File: src/rtl/isp_consts.vh
// Functional notes
// - device changes its serial output after each falling serial clock edge.
// - input sampled on rising edges; host keeps clock <=2 MHz, <=1 MHz burst (bench host clocks 6.25 MHz in both).
// - data-ready asserts about 600 us after each active sync edge.
// - fourth digital pin is either general-purpose I/O or sync clock input.
// - mode 3 transfers, most significant bit first, 16-bit words.
// - single read: request word, register contents return in next word.
// - command 0x3e00 starts burst; all output registers shift out in order.
// - without sync clock, first digital pin pulses high when each sample cycle ends.
`ifndef ISP_CONSTS_VH
`define ISP_CONSTS_VH
`define ISP_CLK_MHZ 100
`define ISP_SYNC_DELAY_US 600
`define ISP_SYNC_DELAY_CYC (`ISP_SYNC_DELAY_US * `ISP_CLK_MHZ)
`define ISP_READY_PULSE_CYC 16'h0064
`define ISP_BURST_CMD 16'h3e00
`define ISP_ADDR_FIRST 6'h02
`define ISP_ADDR_LAST 6'h1c
`define ISP_WORD_BITS 16
`endif

File: src/rtl/isp_serial_port.v
`timescale 1ns/1ps
`include "isp_consts.vh"

// ==========================================================
// fifo
module isp_fifo #(
   parameter WIDTH = 16,
   parameter DEPTH = 16,
   parameter AW = 4
) (
   input wire clk_sys, // system clock
   input wire sys_rst, // sync reset
   input wire clkEn, // clock enable
   input wire [WIDTH-1:0] inData, // write data
   input wire inValid, // write valid
   output wire inReady, // not full
   output wire [WIDTH-1:0] outData, // read data
   output wire outValid, // not empty
   input wire outReady // reader takes word
);
   reg [WIDTH-1:0] mem [0:DEPTH-1];
   reg [AW-1:0] wrPtr;
   reg [AW-1:0] rdPtr;
   reg [AW:0] count;
   wire doWr;
   wire doRd;
   assign inReady = (count != DEPTH);
   assign outValid = (count != 0);
   assign outData = mem[rdPtr];
   assign doWr = inValid && inReady;
   assign doRd = outValid && outReady;
   always @(posedge clk_sys) begin
      if (sys_rst) begin
         wrPtr <= {AW{1'b0}};
         rdPtr <= {AW{1'b0}};
         count <= {(AW+1){1'b0}};
      end else if (clkEn) begin
         if (doWr) begin
            mem[wrPtr] <= inData;
            wrPtr <= wrPtr + 1'b1;
         end
         if (doRd)
            rdPtr <= rdPtr + 1'b1;
         if (doWr && !doRd)
            count <= count + 1'b1;
         else if (doRd && !doWr)
            count <= count - 1'b1;
      end
   end
endmodule // isp_fifo

// ==========================================================
// serial slave port with sample sync
module isp_serial_port #(
   parameter SYNC_DELAY = `ISP_SYNC_DELAY_CYC,
   parameter FIFO_DEPTH = 16
) (
   input wire clk_sys, // system clock 100 MHz
   input wire sys_rst, // sync reset, high
   input wire clkEn, // freezes state when low
   input wire chipSelN, // chip select, low active
   input wire serClk, // serial clock from host
   input wire serIn, // host to device data
   output reg serOut, // device to host data
   output wire serOutEn, // high while serOut driven
   input wire syncSel, // 1: fourth pin is sync clock
   input wire syncClockPinIn, // fourth pin level
   output wire syncClockPinOut, // fourth pin drive value
   output wire syncClockPinOe, // fourth pin enable
   input wire gpioOut, // gpio value for fourth pin
   input wire gpioOe, // gpio enable for fourth pin
   output wire gpioIn, // fourth pin as seen by gpio
   output reg dataReadyPin, // first digital pin
   input wire [15:0] smpData, // sensor word for sample bank
   input wire smpValid, // sample word valid
   output wire smpReady, // fifo can take word
   input wire smpDone, // internal sample cycle end
   output wire [5:0] regAddr, // register read address
   input wire [15:0] regData // register contents
);
   // ==========================================================
   // synchronisers
   reg [1:0] csS, ckS, dS, syS;
   always @(posedge clk_sys) begin
      if (sys_rst) begin
         csS <= 2'h3;
         ckS <= 2'h3;
         dS <= 2'h0;
         syS <= 2'h0;
      end else if (clkEn) begin
         csS <= {csS[0], chipSelN};
         ckS <= {ckS[0], serClk};
         dS <= {dS[0], serIn};
         syS <= {syS[0], syncClockPinIn};
      end
   end
   reg ckD, syD;
   always @(posedge clk_sys) begin
      if (sys_rst) begin
         ckD <= 1'b1;
         syD <= 1'b0;
      end else if (clkEn) begin
         ckD <= ckS[1];
         syD <= syS[1];
      end
   end
   wire sel = !csS[1];
   wire rise = sel && ckS[1] && !ckD;
   wire fall = sel && !ckS[1] && ckD;

   // ==========================================================
   // fourth pin mux
   // gpio or sync input
   assign syncClockPinOe = syncSel ? 1'b0 : gpioOe;
   assign syncClockPinOut = gpioOut;
   assign gpioIn = syS[1];

   // ==========================================================
   // shift engine
   reg [15:0] rxSh, txSh;
   reg [3:0] bitCnt;
   reg burst;
   reg [5:0] addrQ;
   reg [5:0] burstAddr;
   reg firstFall;
   assign serOutEn = sel;
   assign regAddr = burst ? burstAddr : addrQ;
   wire [15:0] rxWord = {rxSh[14:0], dS[1]};
   wire wordEnd = rise && (bitCnt == 4'hf);
   always @(posedge clk_sys) begin
      if (sys_rst) begin
         rxSh <= 16'h0000;
         txSh <= 16'h0000;
         bitCnt <= 4'h0;
         burst <= 1'b0;
         addrQ <= 6'h00;
         burstAddr <= `ISP_ADDR_FIRST;
         serOut <= 1'b0;
         firstFall <= 1'b1;
      end else if (clkEn) begin
         if (!sel) begin
            bitCnt <= 4'h0;
            firstFall <= 1'b1;
            if (!burst)
               txSh <= regData;
         end else begin
            if (rise) begin
               rxSh <= rxWord;
               bitCnt <= bitCnt + 4'h1;
            end
            if (fall) begin
               serOut <= txSh[15];
               txSh <= {txSh[14:0], 1'b0};
               firstFall <= 1'b0;
            end
            if (wordEnd) begin
               // re-arm reload so a word under a held select is not empty
               firstFall <= 1'b1;
               if (!burst && rxWord == `ISP_BURST_CMD) begin
                  burst <= 1'b1;
                  burstAddr <= `ISP_ADDR_FIRST;
               end else if (burst) begin
                  if (burstAddr == `ISP_ADDR_LAST)
                     burst <= 1'b0;
                  else
                     burstAddr <= burstAddr + 6'h02;
               end else begin
                  addrQ <= rxWord[13:8];
               end
            end
            // reload for next word once chip select stays low (burst)
            if (bitCnt == 4'h0 && firstFall && !fall)
               txSh <= regData;
         end
      end
   end

   // ==========================================================
   // sample fifo, drained by sample-cycle end
   wire [15:0] fifoData;
   wire fifoValid;
   isp_fifo #(.WIDTH(16), .DEPTH(FIFO_DEPTH), .AW(4)) uFifo (
      .clk_sys(clk_sys),
      .sys_rst(sys_rst),
      .clkEn(clkEn),
      .inData(smpData),
      .inValid(smpValid),
      .inReady(smpReady),
      .outData(fifoData),
      .outValid(fifoValid),
      .outReady(smpDone)
   );

   // ==========================================================
   // sync delay and data ready
   reg [31:0] dlyCnt;
   reg dlyRun;
   reg [15:0] pulseCnt;
   reg [15:0] lastSample;
   wire syncEdge = syncSel && syS[1] && !syD;
   always @(posedge clk_sys) begin
      if (sys_rst) begin
         dlyCnt <= 32'h0;
         dlyRun <= 1'b0;
         pulseCnt <= 16'h0000;
         dataReadyPin <= 1'b0;
         lastSample <= 16'h0000;
      end else if (clkEn) begin
         if (smpDone && fifoValid)
            lastSample <= fifoData;
         if (syncEdge) begin
            dlyRun <= 1'b1;
            dlyCnt <= 32'h0;
         end else if (dlyRun) begin
            dlyCnt <= dlyCnt + 32'h1;
         end
         if ((dlyRun && dlyCnt == SYNC_DELAY - 1 && !syncEdge) ||
               (!syncSel && smpDone)) begin
            if (dlyRun)
               dlyRun <= 1'b0;
            pulseCnt <= `ISP_READY_PULSE_CYC;
            dataReadyPin <= 1'b1;
         end else if (pulseCnt != 16'h0000) begin
            pulseCnt <= pulseCnt - 16'h0001;
            dataReadyPin <= (pulseCnt != 16'h0001);
         end
      end
   end
endmodule // isp_serial_port

File: config.mk
export PLATFORM = sky130hd
export DESIGN_NAME = isp_serial_port
export DESIGN_NICKNAME = d
export VERILOG_FILES = /design/src/rtl/isp_serial_port.v
export VERILOG_INCLUDE_DIRS = /design/src /design/src/rtl
export SDC_FILE = /design/constraint.sdc
export NUM_CORES = 1
export LEC_CHECK = 0
export ABC_AREA = 1
export BUFFER_PORTS_ARGS = -buffer_cell sky130_fd_sc_hd__buf_2
export CAP_MARGIN = 20
export CORE_MARGIN = 5
export CORE_UTILIZATION = 50
export DETAILED_ROUTE_END_ITERATION = 12
export PLACE_DENSITY = 0.66
export SLEW_MARGIN = 20
export SYNTH_ARGS = -nofsm -noshare
export SYNTH_HDL_FRONTEND = slang
export SYNTH_SLANG_ARGS = --single-unit
File: constraint.sdc
create_clock -name clk_sys -period 2.4 [get_ports clk_sys]
set_input_delay 0.48 -clock clk_sys [delete_from_list [all_inputs] [get_ports clk_sys]]
set_output_delay 0.48 -clock clk_sys [all_outputs]
set_load 0.005 [all_outputs]
# Yosys cells after proc, flatten, opt, wreduce, memory -nomap -nowiden
# Index checks and enable logic that the tools add are counted.
[word_totals]
reg_bits = 115
latchBits = 0
ramBits = 0
rom_bits = 0
inputBits = 44
out_inout_bits = 13
elab_cells = 113
mem_count = 0
[op_classes]
add_sub_neg = 6
mul = 0
div = 0
n_lt_le_gt_ge = 0
n_eq_ne = 8
n_shift = 0
mux = 28
n_bitwise = 3
n_reduce_logical = 49
[ops]
columns = ["op", "n"]
rows = [
  ["$mux 16", 6],
  ["$mux 32", 2],
  ["$add 32x1->32 const B", 1],
  ["$eq 32x16->1 const B", 1],
  ["$mux 6", 4],
  ["$logic_and 1x1->1", 17],
  ["$eq 16x14->1 const B", 1],
  ["$ne 16x1->1 const B", 1],
  ["$reduce_bool 16->1", 1],
  ["$sub 16x1->16 const B", 1],
  ["$mux 1", 12],
  ["$reduce_and 3->1", 4],
  ["$logic_not 1->1", 10],
  ["$mux 5", 2],
  ["$reduce_and 2->1", 5],
  ["$reduce_and 5->1", 2],
  ["$reduce_bool 2->1", 5],
  ["$mux 4", 2],
  ["$add 6x2->6 const B", 1],
  ["$eq 6x5->1 const B", 1],
  ["$reduce_bool 3->1", 2],
  ["$add 5x1->5 const B", 1],
  ["$ne 5x5->1 const B", 1],
  ["$reduce_bool 5->1", 1],
  ["other kinds (7)", 10],
]

# Depth between registers and ports, before layout
[depth]
word_depth = 7
ltp_mapped = 14
ltp_nobuf = 14

# Hierarchy
# From an unflattened synthesis, not the netlist that was laid out.
[hier_totals]
cells_unflattened = 2055
area_unflattened_um2 = 17644.4
[by_module_without_submodules]
columns = ["mod", "n_inst", "cells_per_inst", "area_each_um2", "seq_area_each_um2"]
rows = [
  ["isp_fifo", 1, 1198, 12035.3, 8027.7],
  ["isp_serial_port", 1, 857, 5609.1, 2182.1],
]

# Worst setup path after synthesis
# OpenSTA, ideal clock, no wires.
[synth_timing]
path_kind = "register -> register"
start = "reg uFifo.count[0]"
end = "reg uFifo.count[4]"
setup_ns = 0.119
arrival_ns = 2.057
required_ns = 2.281
setup_slack_ns = 0.224
path_stages_with_launch = 14
path_buffers = 0
period_less_slack_ns = 2.176
path_cell_list = "dfxtp_1 nor4_1 nand2_1 nand2_1 inv_1 ha_1 inv_1 ha_1 a21oi_1 nor2_1 o21ai_0 nand3_1 o21ai_0 a21oi_1"
[synth_via]
elab_chain_cells = 6
word_cells_on_any_way = 14
classes_between = "add/sub: 2; eq/ne: 1; mux: 2; reduce/logical: 9"
[synth_lines]
columns = ["element", "line_no", "source"]
rows = [
  ["from (decl)", "isp_serial_port.v:24", "reg [AW:0] count;"],
  ["from (signal assigned)", "isp_serial_port.v:36", "count <= {(AW+1){1'b0}};"],
  ["from (signal assigned)", "isp_serial_port.v:45", "count <= count + 1'b1;"],
  ["from (signal assigned)", "isp_serial_port.v:47", "count <= count - 1'b1;"],
  ["$ne 5x5->1 *", "isp_serial_port.v:27", "assign inReady = (count != DEPTH);"],
  ["net smpReady", "isp_serial_port.v:76", "output wire smpReady,"],
  ["$logic_and 1x1->1 *", "isp_serial_port.v:30", "assign doWr = inValid && inReady;"],
  ["$logic_not 1->1", "isp_serial_port.v:46", "else if (doRd && !doWr)"],
  ["$logic_and 1x1->1", "isp_serial_port.v:46", ""],
  ["$reduce_bool 2->1 (no line)", "-", ""],
  ["$reduce_and 2->1 (no line)", "-", ""],
]
# Mark *: on every way through the listed nets, which the timed path passes. The rest lies on a longest branch. The select of a mux whose other input is x is not followed.
# A chain may end at the register's enable or synchronous reset.

# Worst setup path after layout
[layout_timing]
start = "reg uFifo.count[3]"
end = "reg uFifo.count[4]"
[layout_via]
elab_chain_cells = 6
word_cells_on_any_way = 14
classes_between = "add/sub: 2; eq/ne: 1; mux: 2; reduce/logical: 9"
[layout_lines]
columns = ["element"]
rows = [
  ["branches (longest 6 deep; another with $sub 5x1->5)"],
]
# Parallel ways; which one is timed is not known. The select of a mux whose other input is x is not followed.

==> results.cfg <==
[power_and_ir_drop]
p_switching_mw = 1.44
powerDensity_nw_per_um2 = 757
clkPwrFrac_pct = 46.0
power_frac_comb_pct = 14.0
vdd_drop_max_mv = 0.631
internal-power_mw = 3.70
pwr-share-seq_pct = 40.0
power.total_mw = 5.14
power.leakage_nw = 3.03
p_sw_share_pct = 28.0

[clock_network]
clk_pin_slew_ps = 60
clock_sinks = 114
clock_latency_ps = 420
cts.path.max_buffers = 2
cts_made_buffers = 17
cts_tree = done
htreeDepth = 4
root_buffer = clkbuf_16

[floorplanning]
die_w_microns = 118
initial_utilization_pct = 51.1
pin_count = 57
dieArea_sq_um = 14000
die_h_microns = 118
fp-row-count = 39
core_sq_um = 11500

[layout]
n_antenna_cell = 0
stdcell_count = 1087
design_area_sq_um = 6790
syn_to_final_growth_pct = 15.9
drive_gt1_share_pct = 11.9
utilization_pct = 59.2
finalNetCount = 987

[timing]
fin_ws_ps = 129
max_freq_mhz = 440
slew_violations = 0
worst_slew_pin_slew_ps = 509
period_share_pct = 94.6
slew_headroom_pct = 65.7
setup_viol = 0
setup_tns_ps = 0
hold_ws_ps = 294
rsz0062_at_grt = true
skew_ps = 8.22
period_needed_ps = 2270
finalHoldViolations = 0

[worst_hold_path]
min-delay-start = serClk
whs_path_depth = 3
hold_class = primary input to flop
whs_endpoint = ckS[0]

[drt]
wl_per_cell_microns = 12.0
postRouteAntennaNets = 0
drtPass1Iterations = 5
via_per_inst = 5.17
drc = 0
wl_microns = 13000
dr.first_iter.drc_count = 435
vias = 5615

[synth]
ys_types = 39
synth-edff-count = 0
netlist_top_cells_area = dfxtp_1 39%, nand2_1 12%, nor2_1 8.9%
synth_ff_type = dfxtp_1
async_flop_share_pct = 0
synth_top_area_share_pct = 39.0
synth.most_common_cell = nand2_1
yosys_warnings = 0
synth_area_leader_cell = dfxtp_1
ys_seq_area_share_pct = 39.0
syn_inst = 889
syn_area_sq_um = 5850
ys_seq_elements = 114
synth_nets = 945
synth_common_cells = 189 x nand2_1, 139 x nor2_1, 114 x dfxtp_1
syn_avg_cell_area_sq_um = 6.59

[worst_setup_path]
r2r-end = uFifo.count[4]
cp.arrival_ps = 2570
worst-path-max-fanout = 5
rrSetupSlack_ps = 130
path_class = flop to flop
r2r_cells = 12
crit_required_ps = 2700
cp-end-kind = flop
cp-start-kind = flop
reg2reg_from = uFifo.count[3]

[grt]
antenna_found_initial = 0
global_route.usage.met1_pct = 23.4
grt_pass1_vias = 5247
grt_pass1_wl_microns = 23000
use_met2_pct = 33.2
grt_max_degree = 40
use_met3_pct = 5.11
globalRouteTotalUtil_pct = 19.5
top_usage_layer = met2
overflow = 0

[placement]
dp_hpwl_microns = 9040
gp_congestion = 0.834
dpl_cell_area_sq_um = 6200
port_buffers = 38
dp_cells = 1055
preCtsSetupSlack_ps = -5.47

[job]
drv_cap = 0

[status]
status = complete, no violations
-- layout by cell type, fill, tap and decap left out, types with 6 or more instances in the layout --
| cell | synthesis | final |
|---|---|---|
| a21oi_1 | 77 | 76 |
| ha_1 | 11 | 10 |
| dfxtp_1 | 114 | 114 |
| inv_2 | 5 | 6 |
| clkinv_4 | 0 | 6 |
| nand2_1 | 189 | 189 |
| buf_2 | 8 | 38 |
| nor2_1 | 139 | 139 |
| nand3_1 | 66 | 66 |
| nand4_1 | 17 | 17 |
| o21ai_0 | 72 | 71 |
| buf_4 | 1 | 15 |
| inv_1 | 110 | 109 |
| nor3_1 | 13 | 13 |
| clkbuf_16 | 0 | 17 |
-- per-layer routing --
layer | up-vias | routed length, microns
met1 | 2534 | 5870
li1 | 2956 | -
met2 | 104 | 6380
met4 | 0 | 215
met3 | 21 | 542
met5 | - | 0
-- sequential cells by signal, summed over array words and instances (netlist names), 2 cells and up --
register     cells
dS               2
uFifo.count      5
rxSh            15
ckS              2
pulseCnt        16
syS              2
csS              2
dlyCnt          32
bitCnt           4
burstAddr        5
addrQ            6
txSh            16
-- repair_timing --
action                                  4_1_cts  5_1_grt
hold buffers                                  0        0
pin swaps                                     0        1
endpoints found under the setup margin        2        2
setup buffers                                 0        0
gates resized for setup                       1        5
endpoints found under the hold margin         0        0
gates cloned                                  0        0
-- logic make-up after synthesis --
group	synth area share, %
buffers and inverters	9.75
flip-flops	39.0
adder cells (fa/ha/maj)	2.69
AND/OR/NAND/NOR	33.5
XOR/XNOR	0.898
AO/OA/AOI/OAI	14.2
-- area by class of cell --
class | count | area (sq um)
Tap cell | 143 | 179
Sequential cell | 114 | 2280
Timing Repair Buffer | 53 | 303
Clock buffer | 17 | 425
Fill cell | 1109 | 4680
Inverter | 116 | 435
Clock inverter | 15 | 138
Multi-Input combinational cell | 629 | 3020
-- how the worst max path moves through the flow --
stage / slack [ps] / end / from
detailed placement: -5 / uFifo.count[4] / uFifo.count[0]
finish: 130 / uFifo.count[4] / uFifo.count[3]
global placement: 60 / uFifo.count[4] / uFifo.count[0]
floorplan: 220 / uFifo.count[4] / uFifo.count[0]
global route: -40 / uFifo.count[4] / uFifo.count[3]
CTS: 60 / uFifo.count[4] / uFifo.count[0]
-- power groups by stage --
stage | Sequential (mW) | Combinational, mW | Clock (mW)
after global placement | 2.08 | 0.672 | 0
after CTS | 2.05 | 0.703 | 2.42
after global routing | 2.06 | 0.841 | 2.54
after detailed placement | 2.09 | 0.696 | 0
final | 2.05 | 0.720 | 2.36
after floorplan | 2.08 | 0.540 | 0
-- critical path, stage by stage, from the launching register on --
cell     delay, ps
dfxtp_1        330
nor4_2         340
nand2_1        100
nand2_1         70
ha_1           170
inv_2           80
fa_1           420
a21oi_2        150
nor2_1          60
o21ai_0        140
nand3_1        110
o21ai_1        140
a21oi_1         50
Note: power is estimated with default switching activity, not from simulation.
